===== src/fmpr_pkg.sv =====
// Package of addresses, field layouts, reset values and states for the block
package fmpr_pkg;

    // ========================================================
    // Store and load addresses
    localparam logic [15:0] FMPR_ADDR_CMD  = 16'hFFC0;
    localparam logic [15:0] FMPR_ADDR_CTRL = 16'hFFC4;
    localparam logic [15:0] FMPR_ADDR_STAT = 16'hFFC2;

    // ========================================================
    // Field positions of flash_mode_ctrl
    localparam int FMPR_CTRL_MODE_LO  = 0;
    localparam int FMPR_CTRL_MODE_HI  = 1;
    localparam int FMPR_CTRL_PIN_LVL  = 2;
    localparam int FMPR_CTRL_PROG_DIS = 3;

    // Bits that the protected sequence may load
    localparam logic [7:0] FMPR_CTRL_WR_MASK = 8'h0B;

    // Stored part of the control register after reset
    localparam logic [7:0] FMPR_CTRL_RESET   = 8'h08;

    // ========================================================
    // Field positions and reset value of flash_stat
    localparam int         FMPR_STAT_ERR     = 0;
    localparam logic [7:0] FMPR_STAT_RESET   = 8'h00;

    // ========================================================
    // Sequence key and mode field codes
    localparam logic [7:0] FMPR_KEY          = 8'hA5;
    localparam logic [1:0] FMPR_MODE_NORMAL  = 2'h0;
    localparam logic [1:0] FMPR_MODE_SELF    = 2'h1;

    // Number of pin levels brought through the synchroniser
    localparam int FMPR_SYNC_W   = 2;
    localparam int FMPR_SYNC_PIN = 0;
    localparam int FMPR_SYNC_OBM = 1;

    // Read value of the write-only command register and of holes
    localparam logic [7:0] FMPR_RD_NONE = 8'h00;

    // ========================================================
    // Unlock tracker states
    typedef enum logic [1:0] {
        FMPR_IDLE,
        FMPR_KEYED,
        FMPR_GOT_VALUE,
        FMPR_GOT_INV
    } fmpr_state_e;

endpackage


===== src/fmpr_top.sv =====
// Protected flash mode control, protect command and status registers
`timescale 1ns/10ps
`default_nettype none

module fmpr_top
    import fmpr_pkg::*;
(
    input  wire logic        clk,
    input  wire logic        rst,
    input  wire logic        st_en,
    input  wire logic [15:0] st_addr,
    input  wire logic [7:0]  st_data,
    input  wire logic        st_bit,
    input  wire logic [2:0]  st_bit_sel,
    input  wire logic        rd_en,
    input  wire logic [15:0] rd_addr,
    output logic      [7:0]  rd_data,
    input  wire logic        prog_mode_pin,
    input  wire logic        onboard_strap,
    input  wire logic [15:0] cpu_addr,
    input  wire logic [15:0] fw_addr,
    output logic      [15:0] flash_addr,
    output logic             flash_prog_en,
    output logic             fw_call_en,
    output logic             protect_error_flag
);
    import fmpr_pkg::*;

    // ========================================================
    // Decoding helpers

    // Byte that a store leaves in a register: whole byte or one bit
    function automatic logic [7:0] store_value(
        input logic [7:0] cur,
        input logic [7:0] data,
        input logic       bit_op,
        input logic [2:0] sel
    );
        logic [7:0] v;
        v = data;
        if (bit_op) begin
            v      = cur;
            v[sel] = data[sel];
        end
        return v;
    endfunction

    // Address match used for both the store and the load path
    function automatic logic hit(
        input logic [15:0] a,
        input logic [15:0] reg_addr
    );
        return a == reg_addr;
    endfunction

    // ========================================================
    // Pin synchronisation and strap capture

    logic [FMPR_SYNC_W-1:0] pins_async;
    logic [FMPR_SYNC_W-1:0] pins_sync;
    logic                   pin_level;
    logic                   onboard_reg;
    logic                   onboard_next;
    logic                   strap_done_reg;
    logic                   strap_done_next;

    assign pins_async[FMPR_SYNC_PIN] = prog_mode_pin;
    assign pins_async[FMPR_SYNC_OBM] = onboard_strap;

    fmpr_sync u_sync (
        .clk      (clk),
        .async_in (pins_async),
        .sync_out (pins_sync)
    );

    assign pin_level = pins_sync[FMPR_SYNC_PIN];

    // Strap is frozen on the first edge after reset is released
    always_comb begin
        onboard_next    = onboard_reg;
        strap_done_next = strap_done_reg;
        if (!strap_done_reg) begin
            onboard_next    = pins_sync[FMPR_SYNC_OBM];
            strap_done_next = 1'b1;
        end
    end

    always_ff @(posedge clk) begin
        if (rst) begin
            onboard_reg    <= 1'b0;
            strap_done_reg <= 1'b0;
        end else begin
            onboard_reg    <= onboard_next;
            strap_done_reg <= strap_done_next;
        end
    end

    // ========================================================
    // Store decode

    logic       st_cmd;
    logic       st_ctrl;
    logic       st_stat;
    logic [7:0] ctrl_reg;
    logic [7:0] ctrl_next;
    logic [7:0] ctrl_view;
    logic [7:0] stat_view;
    logic [7:0] ctrl_wval;
    logic [7:0] stat_wval;

    assign st_cmd  = st_en && hit(st_addr, FMPR_ADDR_CMD);
    assign st_ctrl = st_en && hit(st_addr, FMPR_ADDR_CTRL);
    assign st_stat = st_en && hit(st_addr, FMPR_ADDR_STAT);

    assign ctrl_wval = store_value(ctrl_view, st_data, st_bit, st_bit_sel);
    assign stat_wval = store_value(stat_view, st_data, st_bit, st_bit_sel);

    // ========================================================
    // Unlock tracker

    fmpr_state_e state_reg;
    fmpr_state_e state_next;
    logic [7:0]  target_reg;
    logic [7:0]  target_next;
    logic        seq_err;
    logic        commit;

    // Every store is judged; a store elsewhere mid-sequence breaks it
    always_comb begin
        state_next  = state_reg;
        target_next = target_reg;
        seq_err     = 1'b0;
        commit      = 1'b0;
        if (st_en) begin
            case (state_reg)
                FMPR_IDLE: begin
                    if (st_cmd) begin
                        if (!st_bit && st_data == FMPR_KEY) begin
                            state_next = FMPR_KEYED;
                        end else begin
                            seq_err = 1'b1;
                        end
                    end else if (st_ctrl) begin
                        seq_err = 1'b1;
                    end
                end
                FMPR_KEYED: begin
                    if (st_ctrl) begin
                        target_next = ctrl_wval;
                        state_next  = FMPR_GOT_VALUE;
                    end else begin
                        seq_err    = 1'b1;
                        state_next = FMPR_IDLE;
                    end
                end
                FMPR_GOT_VALUE: begin
                    if (st_ctrl && ctrl_wval == ~target_reg) begin
                        state_next = FMPR_GOT_INV;
                    end else begin
                        seq_err    = 1'b1;
                        state_next = FMPR_IDLE;
                    end
                end
                FMPR_GOT_INV: begin
                    if (st_ctrl && ctrl_wval == target_reg) begin
                        commit = 1'b1;
                    end else begin
                        seq_err = 1'b1;
                    end
                    state_next = FMPR_IDLE;
                end
                default: begin
                    state_next = FMPR_IDLE;
                end
            endcase
        end
    end

    // Target byte has no reset need; cleared anyway for clean reads
    always_ff @(posedge clk) begin
        if (rst) begin
            state_reg  <= FMPR_IDLE;
            target_reg <= 8'h00;
        end else begin
            state_reg  <= state_next;
            target_reg <= target_next;
        end
    end

    // ========================================================
    // Control register

    // load on good repeat; otherwise kept
    always_comb begin
        ctrl_next = ctrl_reg;
        if (commit) begin
            ctrl_next = target_reg & FMPR_CTRL_WR_MASK;
        end
    end

    // reset value, pin bit added live
    always_ff @(posedge clk) begin
        if (rst) begin
            ctrl_reg <= FMPR_CTRL_RESET;
        end else begin
            ctrl_reg <= ctrl_next;
        end
    end

    // read-only pin level in bit 2
    always_comb begin
        ctrl_view                    = ctrl_reg & FMPR_CTRL_WR_MASK;
        ctrl_view[FMPR_CTRL_PIN_LVL] = pin_level;
    end

    // ========================================================
    // Status register

    logic clr_err;

    assign clr_err = st_stat && !stat_wval[FMPR_STAT_ERR];

    fmpr_err_flag u_err (
        .clk      (clk),
        .rst      (rst),
        .set_err  (seq_err),
        .clr_err  (clr_err),
        .err_flag (protect_error_flag)
    );

    // only the flag bit is live
    always_comb begin
        stat_view                = FMPR_STAT_RESET;
        stat_view[FMPR_STAT_ERR] = protect_error_flag;
    end

    // ========================================================
    // Load path, answered one cycle after the request

    logic [7:0] rd_data_reg;
    logic [7:0] rd_data_next;

    always_comb begin
        rd_data_next = rd_data_reg;
        if (rd_en) begin
            if (hit(rd_addr, FMPR_ADDR_CTRL)) begin
                rd_data_next = ctrl_view;
            end else if (hit(rd_addr, FMPR_ADDR_STAT)) begin
                rd_data_next = stat_view;
            end else begin
                rd_data_next = FMPR_RD_NONE;
            end
        end
    end

    always_ff @(posedge clk) begin
        if (rst) begin
            rd_data_reg <= FMPR_RD_NONE;
        end else begin
            rd_data_reg <= rd_data_next;
        end
    end

    assign rd_data = rd_data_reg;

    // ========================================================
    // Flash side controls

    logic [1:0] mode_eff;
    logic       prog_en_reg;
    logic       prog_en_next;
    logic       fw_call_reg;
    logic       fw_call_next;

    assign mode_eff = onboard_reg ? FMPR_MODE_NORMAL :
                      {ctrl_reg[FMPR_CTRL_MODE_HI],
                       ctrl_reg[FMPR_CTRL_MODE_LO]};

    always_comb begin
        // disable bit; pin must be high
        prog_en_next = !ctrl_reg[FMPR_CTRL_PROG_DIS] && pin_level;
        // firmware call only in mode 01
        fw_call_next = mode_eff == FMPR_MODE_SELF;
    end

    always_ff @(posedge clk) begin
        if (rst) begin
            prog_en_reg <= 1'b0;
            fw_call_reg <= 1'b0;
        end else begin
            prog_en_reg <= prog_en_next;
            fw_call_reg <= fw_call_next;
        end
    end

    assign flash_prog_en = prog_en_reg;
    assign fw_call_en    = fw_call_reg;

    // address source; kept combinational to add no fetch latency
    assign flash_addr = mode_eff[1] ? fw_addr : cpu_addr;

endmodule

`default_nettype wire


===== src/fmpr_sync.sv =====
// Two-flop synchroniser for the pin levels entering the block
`timescale 1ns/10ps
`default_nettype none

module fmpr_sync
    import fmpr_pkg::*;
(
    input  wire logic                   clk,
    input  wire logic [FMPR_SYNC_W-1:0] async_in,
    output logic      [FMPR_SYNC_W-1:0] sync_out
);
    import fmpr_pkg::*;

    logic [FMPR_SYNC_W-1:0] meta_reg;
    logic [FMPR_SYNC_W-1:0] meta_next;
    logic [FMPR_SYNC_W-1:0] sync_reg;
    logic [FMPR_SYNC_W-1:0] sync_next;

    // ========================================================
    // Stage chain; only the second stage reads the first
    genvar g;
    generate
        for (g = 0; g < FMPR_SYNC_W; g++) begin : g_bit
            always_comb begin
                meta_next[g] = async_in[g];
                sync_next[g] = meta_reg[g];
            end
        end
    endgenerate

    // No reset: stages keep filling during reset so the strap is valid
    // at the first edge after release
    always_ff @(posedge clk) begin
        meta_reg <= meta_next;
        sync_reg <= sync_next;
    end

    assign sync_out = sync_reg;

endmodule

`default_nettype wire


===== src/fmpr_err_flag.sv =====
// Sticky protection error flag held in flash_stat
`timescale 1ns/10ps
`default_nettype none

module fmpr_err_flag (
    input  wire logic clk,
    input  wire logic rst,
    input  wire logic set_err,
    input  wire logic clr_err,
    output logic      err_flag
);
    import fmpr_pkg::*;

    logic flag_reg;
    logic flag_next;

    // ========================================================
    // Set beats clear so an error in the clearing cycle survives
    always_comb begin
        flag_next = flag_reg;
        if (clr_err) begin
            flag_next = 1'b0;
        end
        if (set_err) begin
            flag_next = 1'b1;
        end
    end

    always_ff @(posedge clk) begin
        if (rst) begin
            flag_reg <= FMPR_STAT_RESET[FMPR_STAT_ERR];
        end else begin
            flag_reg <= flag_next;
        end
    end

    assign err_flag = flag_reg;

endmodule

`default_nettype wire


===== config.mk =====
export PLATFORM = sky130hd
export DESIGN_NAME = fmpr_top
export DESIGN_NICKNAME = d
export VERILOG_FILES = /design/src/fmpr_pkg.sv /design/src/fmpr_top.sv /design/src/fmpr_sync.sv /design/src/fmpr_err_flag.sv
export SDC_FILE = /design/constraint.sdc
export NUM_CORES = 1
export LEC_CHECK = 0
export ABC_AREA = 1
export BUFFER_PORTS_ARGS = -buffer_cell sky130_fd_sc_hd__buf_2
export CELL_PAD_IN_SITES_DETAIL_PLACEMENT = 0
export CELL_PAD_IN_SITES_GLOBAL_PLACEMENT = 1
export CORE_UTILIZATION = 28
export CTS_CLUSTER_DIAMETER = 50
export DETAILED_ROUTE_END_ITERATION = 10
export PLACE_DENSITY = 0.79
export SYNTH_ARGS = -nofsm -noshare
export SYNTH_HDL_FRONTEND = slang
export SYNTH_HIERARCHICAL = 1
export SYNTH_SLANG_ARGS = --single-unit

===== constraint.sdc =====
create_clock -name clk -period 1.98 [get_ports clk]
set_clock_uncertainty 0.1 [all_clocks]
set_input_delay 0.198 -clock clk [delete_from_list [all_inputs] [get_ports clk]]
set_output_delay 0.198 -clock clk [all_outputs]
set_load 0.1 [all_outputs]

Word level (Yosys, flattened, before mapping)
Index checks and enable logic that the tools add are counted.
- word-level logic and storage cells: 75
- output and inout bits: 27
- bits in registers: 30
- $lt $le $gt $ge: 2
- muxes and demuxes: 31
- bitwise gates (word level): 1
- equal/unequal tests: 14
- reduce and logical (&&, ||, !) cells: 16
- operators by type and width (cell ; number):
    $eq 16x16->1 const B ; 5
    $mux 1 ; 17
    $bwmux 8 ; 2
    $eq 8x8->1 ; 2
    $mux 16 ; 1
    $mux 2 ; 5
    $logic_and 1x1->1 ; 9
    $eq 8x8->1 const B ; 1
    $mux 8 ; 1
    $not 8->8 ; 1
    $pmux 2 s4 ; 1
    $reduce_and 3->1 ; 2
    $eq 2x1->1 const B ; 2
    $eq 2x2->1 const B ; 2
    $lt 3x4->1 const B ; 1
    $mux 4 ; 1
    $ne 2x2->1 const B ; 2
    $pmux 1 s4 ; 1
    $bmux 1 s3 ; 1
    $demux 1 s3 ; 1
    $ge 3x1->1 const B ; 1
    $logic_not 1->1 ; 3
    $logic_not 2->1 ; 1
    $reduce_bool 2->1 ; 1

Longest topological paths before layout
- depth after elaboration: 12
- depth in mapped cells: 18
- gate-level depth less buffers: 17

Cells and area by module
Netlist, hierarchy kept.
- modules (own cells, without submodules) (module ; times used ; cells each ; area an instance (µm²) ; sequential area each (µm²)):
    fmpr_top ; 1 ; 275 ; 1719.1 ; 420.4
    fmpr_sync ; 1 ; 4 ; 80.1 ; 80.1
    fmpr_err_flag ; 1 ; 5 ; 40.0 ; 20.0

Worst setup path before layout
Ideal clock, no wire load.
- path type: register to register
- from: register u_err.flag_reg, in the netlist u_err/err_flag
- to: register u_err.flag_reg, in the netlist u_err/err_flag
- period minus slack after synthesis: 1912 ps
- slack: 68 ps
- path buffers: 0
- arrival time: 1746 ps
- stages on the path, launching flop included: 8
- path through: dfxtp_1 > inv_1 > or2_2 > a21oi_1 > nor2_1 > inv_1 > nand2_1 > a21oi_2
- longest elaborated chain between the ends: 5
- RTL lines (what ; line ; source):
    start: declaration ; fmpr_err_flag.sv:14 ; logic flag_reg;
    start signal: assignment ; fmpr_err_flag.sv:31 ; flag_reg <= FMPR_STAT_RESET[FMPR_STAT_ERR];
    start signal: assignment ; fmpr_err_flag.sv:33 ; flag_reg <= flag_next;
    $bwmux 8 ; fmpr_top.sv:43 ; v[sel] = data[sel];
    $mux 1 ; fmpr_top.sv:41 ; if (bit_op) begin
    $logic_not 1->1 ; fmpr_top.sv:221 ; assign clr_err = st_stat && !stat_wval[FMPR_STAT_ERR];
    $logic_and 1x1->1 ; fmpr_top.sv:221 ;
    via clr_err ; fmpr_top.sv:219 ; logic clr_err;
    $reduce_bool 2->1 (no source line) ; n/a ;
The timed path passes the listed nets, and every way through them passes these cells.
A chain may end at the register's enable or synchronous reset.

Worst setup path after layout
- from: register onboard_reg
- to: output flash_addr[5]
- longest elaborated chain between the ends: 2
- RTL lines (what ; line ; source):
    start: declaration ; fmpr_top.sv:62 ; logic onboard_reg;
    start signal: assignment ; fmpr_top.sv:93 ; onboard_reg <= onboard_next;
    $mux 2 ; fmpr_top.sv:275 ; assign mode_eff = onboard_reg ? FMPR_MODE_NORMAL :
    $mux 16 ; fmpr_top.sv:300 ; assign flash_addr = mode_eff[1] ? fw_addr : cpu_addr;
    end: declaration ; fmpr_top.sv:22 ; output logic [15:0] flash_addr,
Every way passes these cells.

==> impl_metrics.yaml <==
cells_and_area:
  final_cells: 468
  fill_cells: 681
  final_util_pct: 43.4
  multi_input_area_sq_um: 1120
  regArea_sq_um: 520
  largest_reg_flops: 8
  nets: 474
  diodes: 0
  drive_gt1_share_pct: 35.8
  syn2layout_area_growth_pct: 49.7
synth:
  synthTopCellsByArea: "dfxtp_1, nand2_1, mux2_2"
  synth-edff-count: 0
  synth_top_area_share_pct: 28.3
  syn_area_sq_um: 1840
  syn_avg_cell_area_sq_um: 6.48
  synth_common_cells: "nand2_1, inv_1, nor2_1"
  syn_inst: 284
  yosys_warnings: 6
  async_reset_ff_share_pct: 0
  ys_seq_elements: 26
  yosys.cell_types.count: 30
  synth_top_area_cell: "dfxtp_1"
  ys_seq_area_share_pct: 28.3
  yosysMostFrequentCell: "nand2_1"
  ys.flop_type: "dfxtp_1"
power_and_ir_drop:
  internal_power_uw: 986
  comb_power_share_pct: 33.7
  power_density_nw_per_um2: 543
  static-leakage-power_uw: 0.00134
  switching_share_pct: 34.1
  seq_power_share_pct: 36.5
  switchingPower_uw: 510
  ir_drop_v: 0.000250
  p_clk_share_pct: 29.8
drt:
  post_drt_wl_per_cell_um: 11.9
  drc: 0
  drtIter0Drc: 87
  vias: 2142
  drt-total-wl_um: 5590
  first_pass_iters: 4
  ant_nets: 0
  avgViaCountPerCell: 4.58
clocking:
  clkTransAtPathRegs_ps: 90
  clkSinkCount: 26
  cts_buffers: 3
  clk-insertion-delay-late_ps: 270
  cts-root-buf: "clkbuf_8"
  cts-resized-gates: 0
  tritoncts: "done"
  post_cts_buffers: 0
  clk_path_buf_depth: 2
  htree_levels: 1
place:
  dp_hpwl_um: 4730
  placed_cells: 462
  gp_congestion: 0.812
  numPortBuffers: 104
timing:
  fin_setup_tns_ps: 0
  finalSetupViolations: 0
  drv_slew: 0
  fin_crit_sh_pct: 92.3
  rsz0062_at_grt: "no"
  finalHoldViolCount: 0
  period_minus_slack_ps: 1830
  fmax_ghz: 0.547
run:
  maxCapViolCount: 0
die:
  core_sq_um: 6350
  io_pins: 109
  die_area_sq_um: 6900
  die_h_um: 83.1
  die_w_um: 83.1
  rows: 29
  initial_core_util_pct: 29.0
global_route:
  antenna_found_initial: 0
  grt_max_degree: 17
  grt_pass1_wl_um: 9400
  grt_usage_pct: 16.4
  grt_pass1_vias: 1971
  gr-total-overflow: 0
outcome:
  status: "completed"
worst_setup_path:
  crit_path_start_kind: "flop"
  critPathCaptureType: "primary output"
  crit_path_max_fanout: 16
  required_ps: 1680
  critPathArrivalTime_ps: 1530
  crit_type: "flop to primary output"
worst_hold_path:
  hold_class: "input pin to flop"
power groups by stage:
stage / Clock (uW) / Sequential [uW] / Combinational (uW)
after floorplan: 0 / 574 / 294
after detailed placement: 0 / 558 / 502
final: 446 / 546 / 504
after CTS: 457 / 546 / 506
after global placement: 0 / 557 / 498
after global routing: 479 / 548 / 539
through the flow:
stage                     setup slack [ps]  cell area [sq um]  hold slack, ps  power, uW
after floorplan                       67.9               1850             126        869
after global placement                33.1               2660             201       1060
after detailed placement              50.7               2660             202       1060
after CTS                              134               2750            68.7       1510
after global routing                  23.3               2750            68.5       1570
final                                  153               2750            77.1       1500
path summary, 6_finish.rpt:
path | from | end | slack (ps) | cells after the start
worst max-delay path | onboard_reg$_SDFFE_PP0N_ | flash_addr[5] | 150 | 5
worst max register to register | ctrl_reg[1]$_SDFFE_PP0P_ | u_err/err_flag$_SDFFE_PP0P_ | 230 | 13
worst min register to register | u_sync/meta_reg[0]$_DFF_P_ | u_sync/sync_out[0]$_DFF_P_ | 240 | 0
worst min-delay path | rd_en | rd_data[0]$_SDFFE_PP0P_ | 80 | 2
cell type report:
class / instances / area share (%)
inverter: 36 / 5.00
tap: 77 / 3.50
clock inverter: 1 / 1.09
sequential: 26 / 18.9
clock buffer: 3 / 1.50
timing repair buffer: 110 / 29.4
multi-input combinational: 215 / 40.6
per-layer routing:
layer  GRT usage [%]  share of wire (%)  vias to the layer above
met1            23.0                 48                      956
met5               0                  0                        -
li1                -                  -                     1138
met4            3.61               0.86                        0
met2            26.8                 48                       44
met3            2.19                3.0                        4
timing repair:
item | in CTS | in global routing
hold endpoints to repair | 2 | 0
setup endpoints to repair | 0 | 0
hold buffers | 2 | 0
critical path, cell delays in order (launching register included):
cell	delay [ps]
dfxtp_1	350
inv_1	60
nand2_1	50
buf_4	220
mux2_2	390
buf_12	170
cells by family (layout without fill, tap and decap cells):
logic type / count (synthesis) / after routing / share of synthesized area (%)
mux: 16 / 16 / 9.80
simple gates: 153 / 153 / 37.7
other cells: 1 / 4 / 0.204
compound gates: 40 / 40 / 11.5
buf+inv: 46 / 150 / 11.6
xor+xnor: 2 / 2 / 0.953
flops: 26 / 26 / 28.3
placed cells by master (no fill, tap or decap):
master,instances
buf_2,88
nand2_1,69
inv_1,34
nor2_1,30
dfxtp_1,26
a21oi_1,19
nand3_1,19
o21ai_0,17
mux2_2,16
buf_12,16
nand4_1,9
nor3_1,9
nor4_1,4
conb_1,4
buf_4,4
nor2_2,3
clkbuf_8,3
nor3_2,2
or2_2,2
xnor2_1,2
and2_1,2
dlygate4sd3_1,2
inv_4,1
inv_2,1
or2_0,1
a21boi_1,1
nand3_2,1
a211oi_1,1
nand4_2,1
or4_1,1
o21bai_1,1
bufinv_16,1
a21oi_2,1
Power figures use the tool's default switching activity.
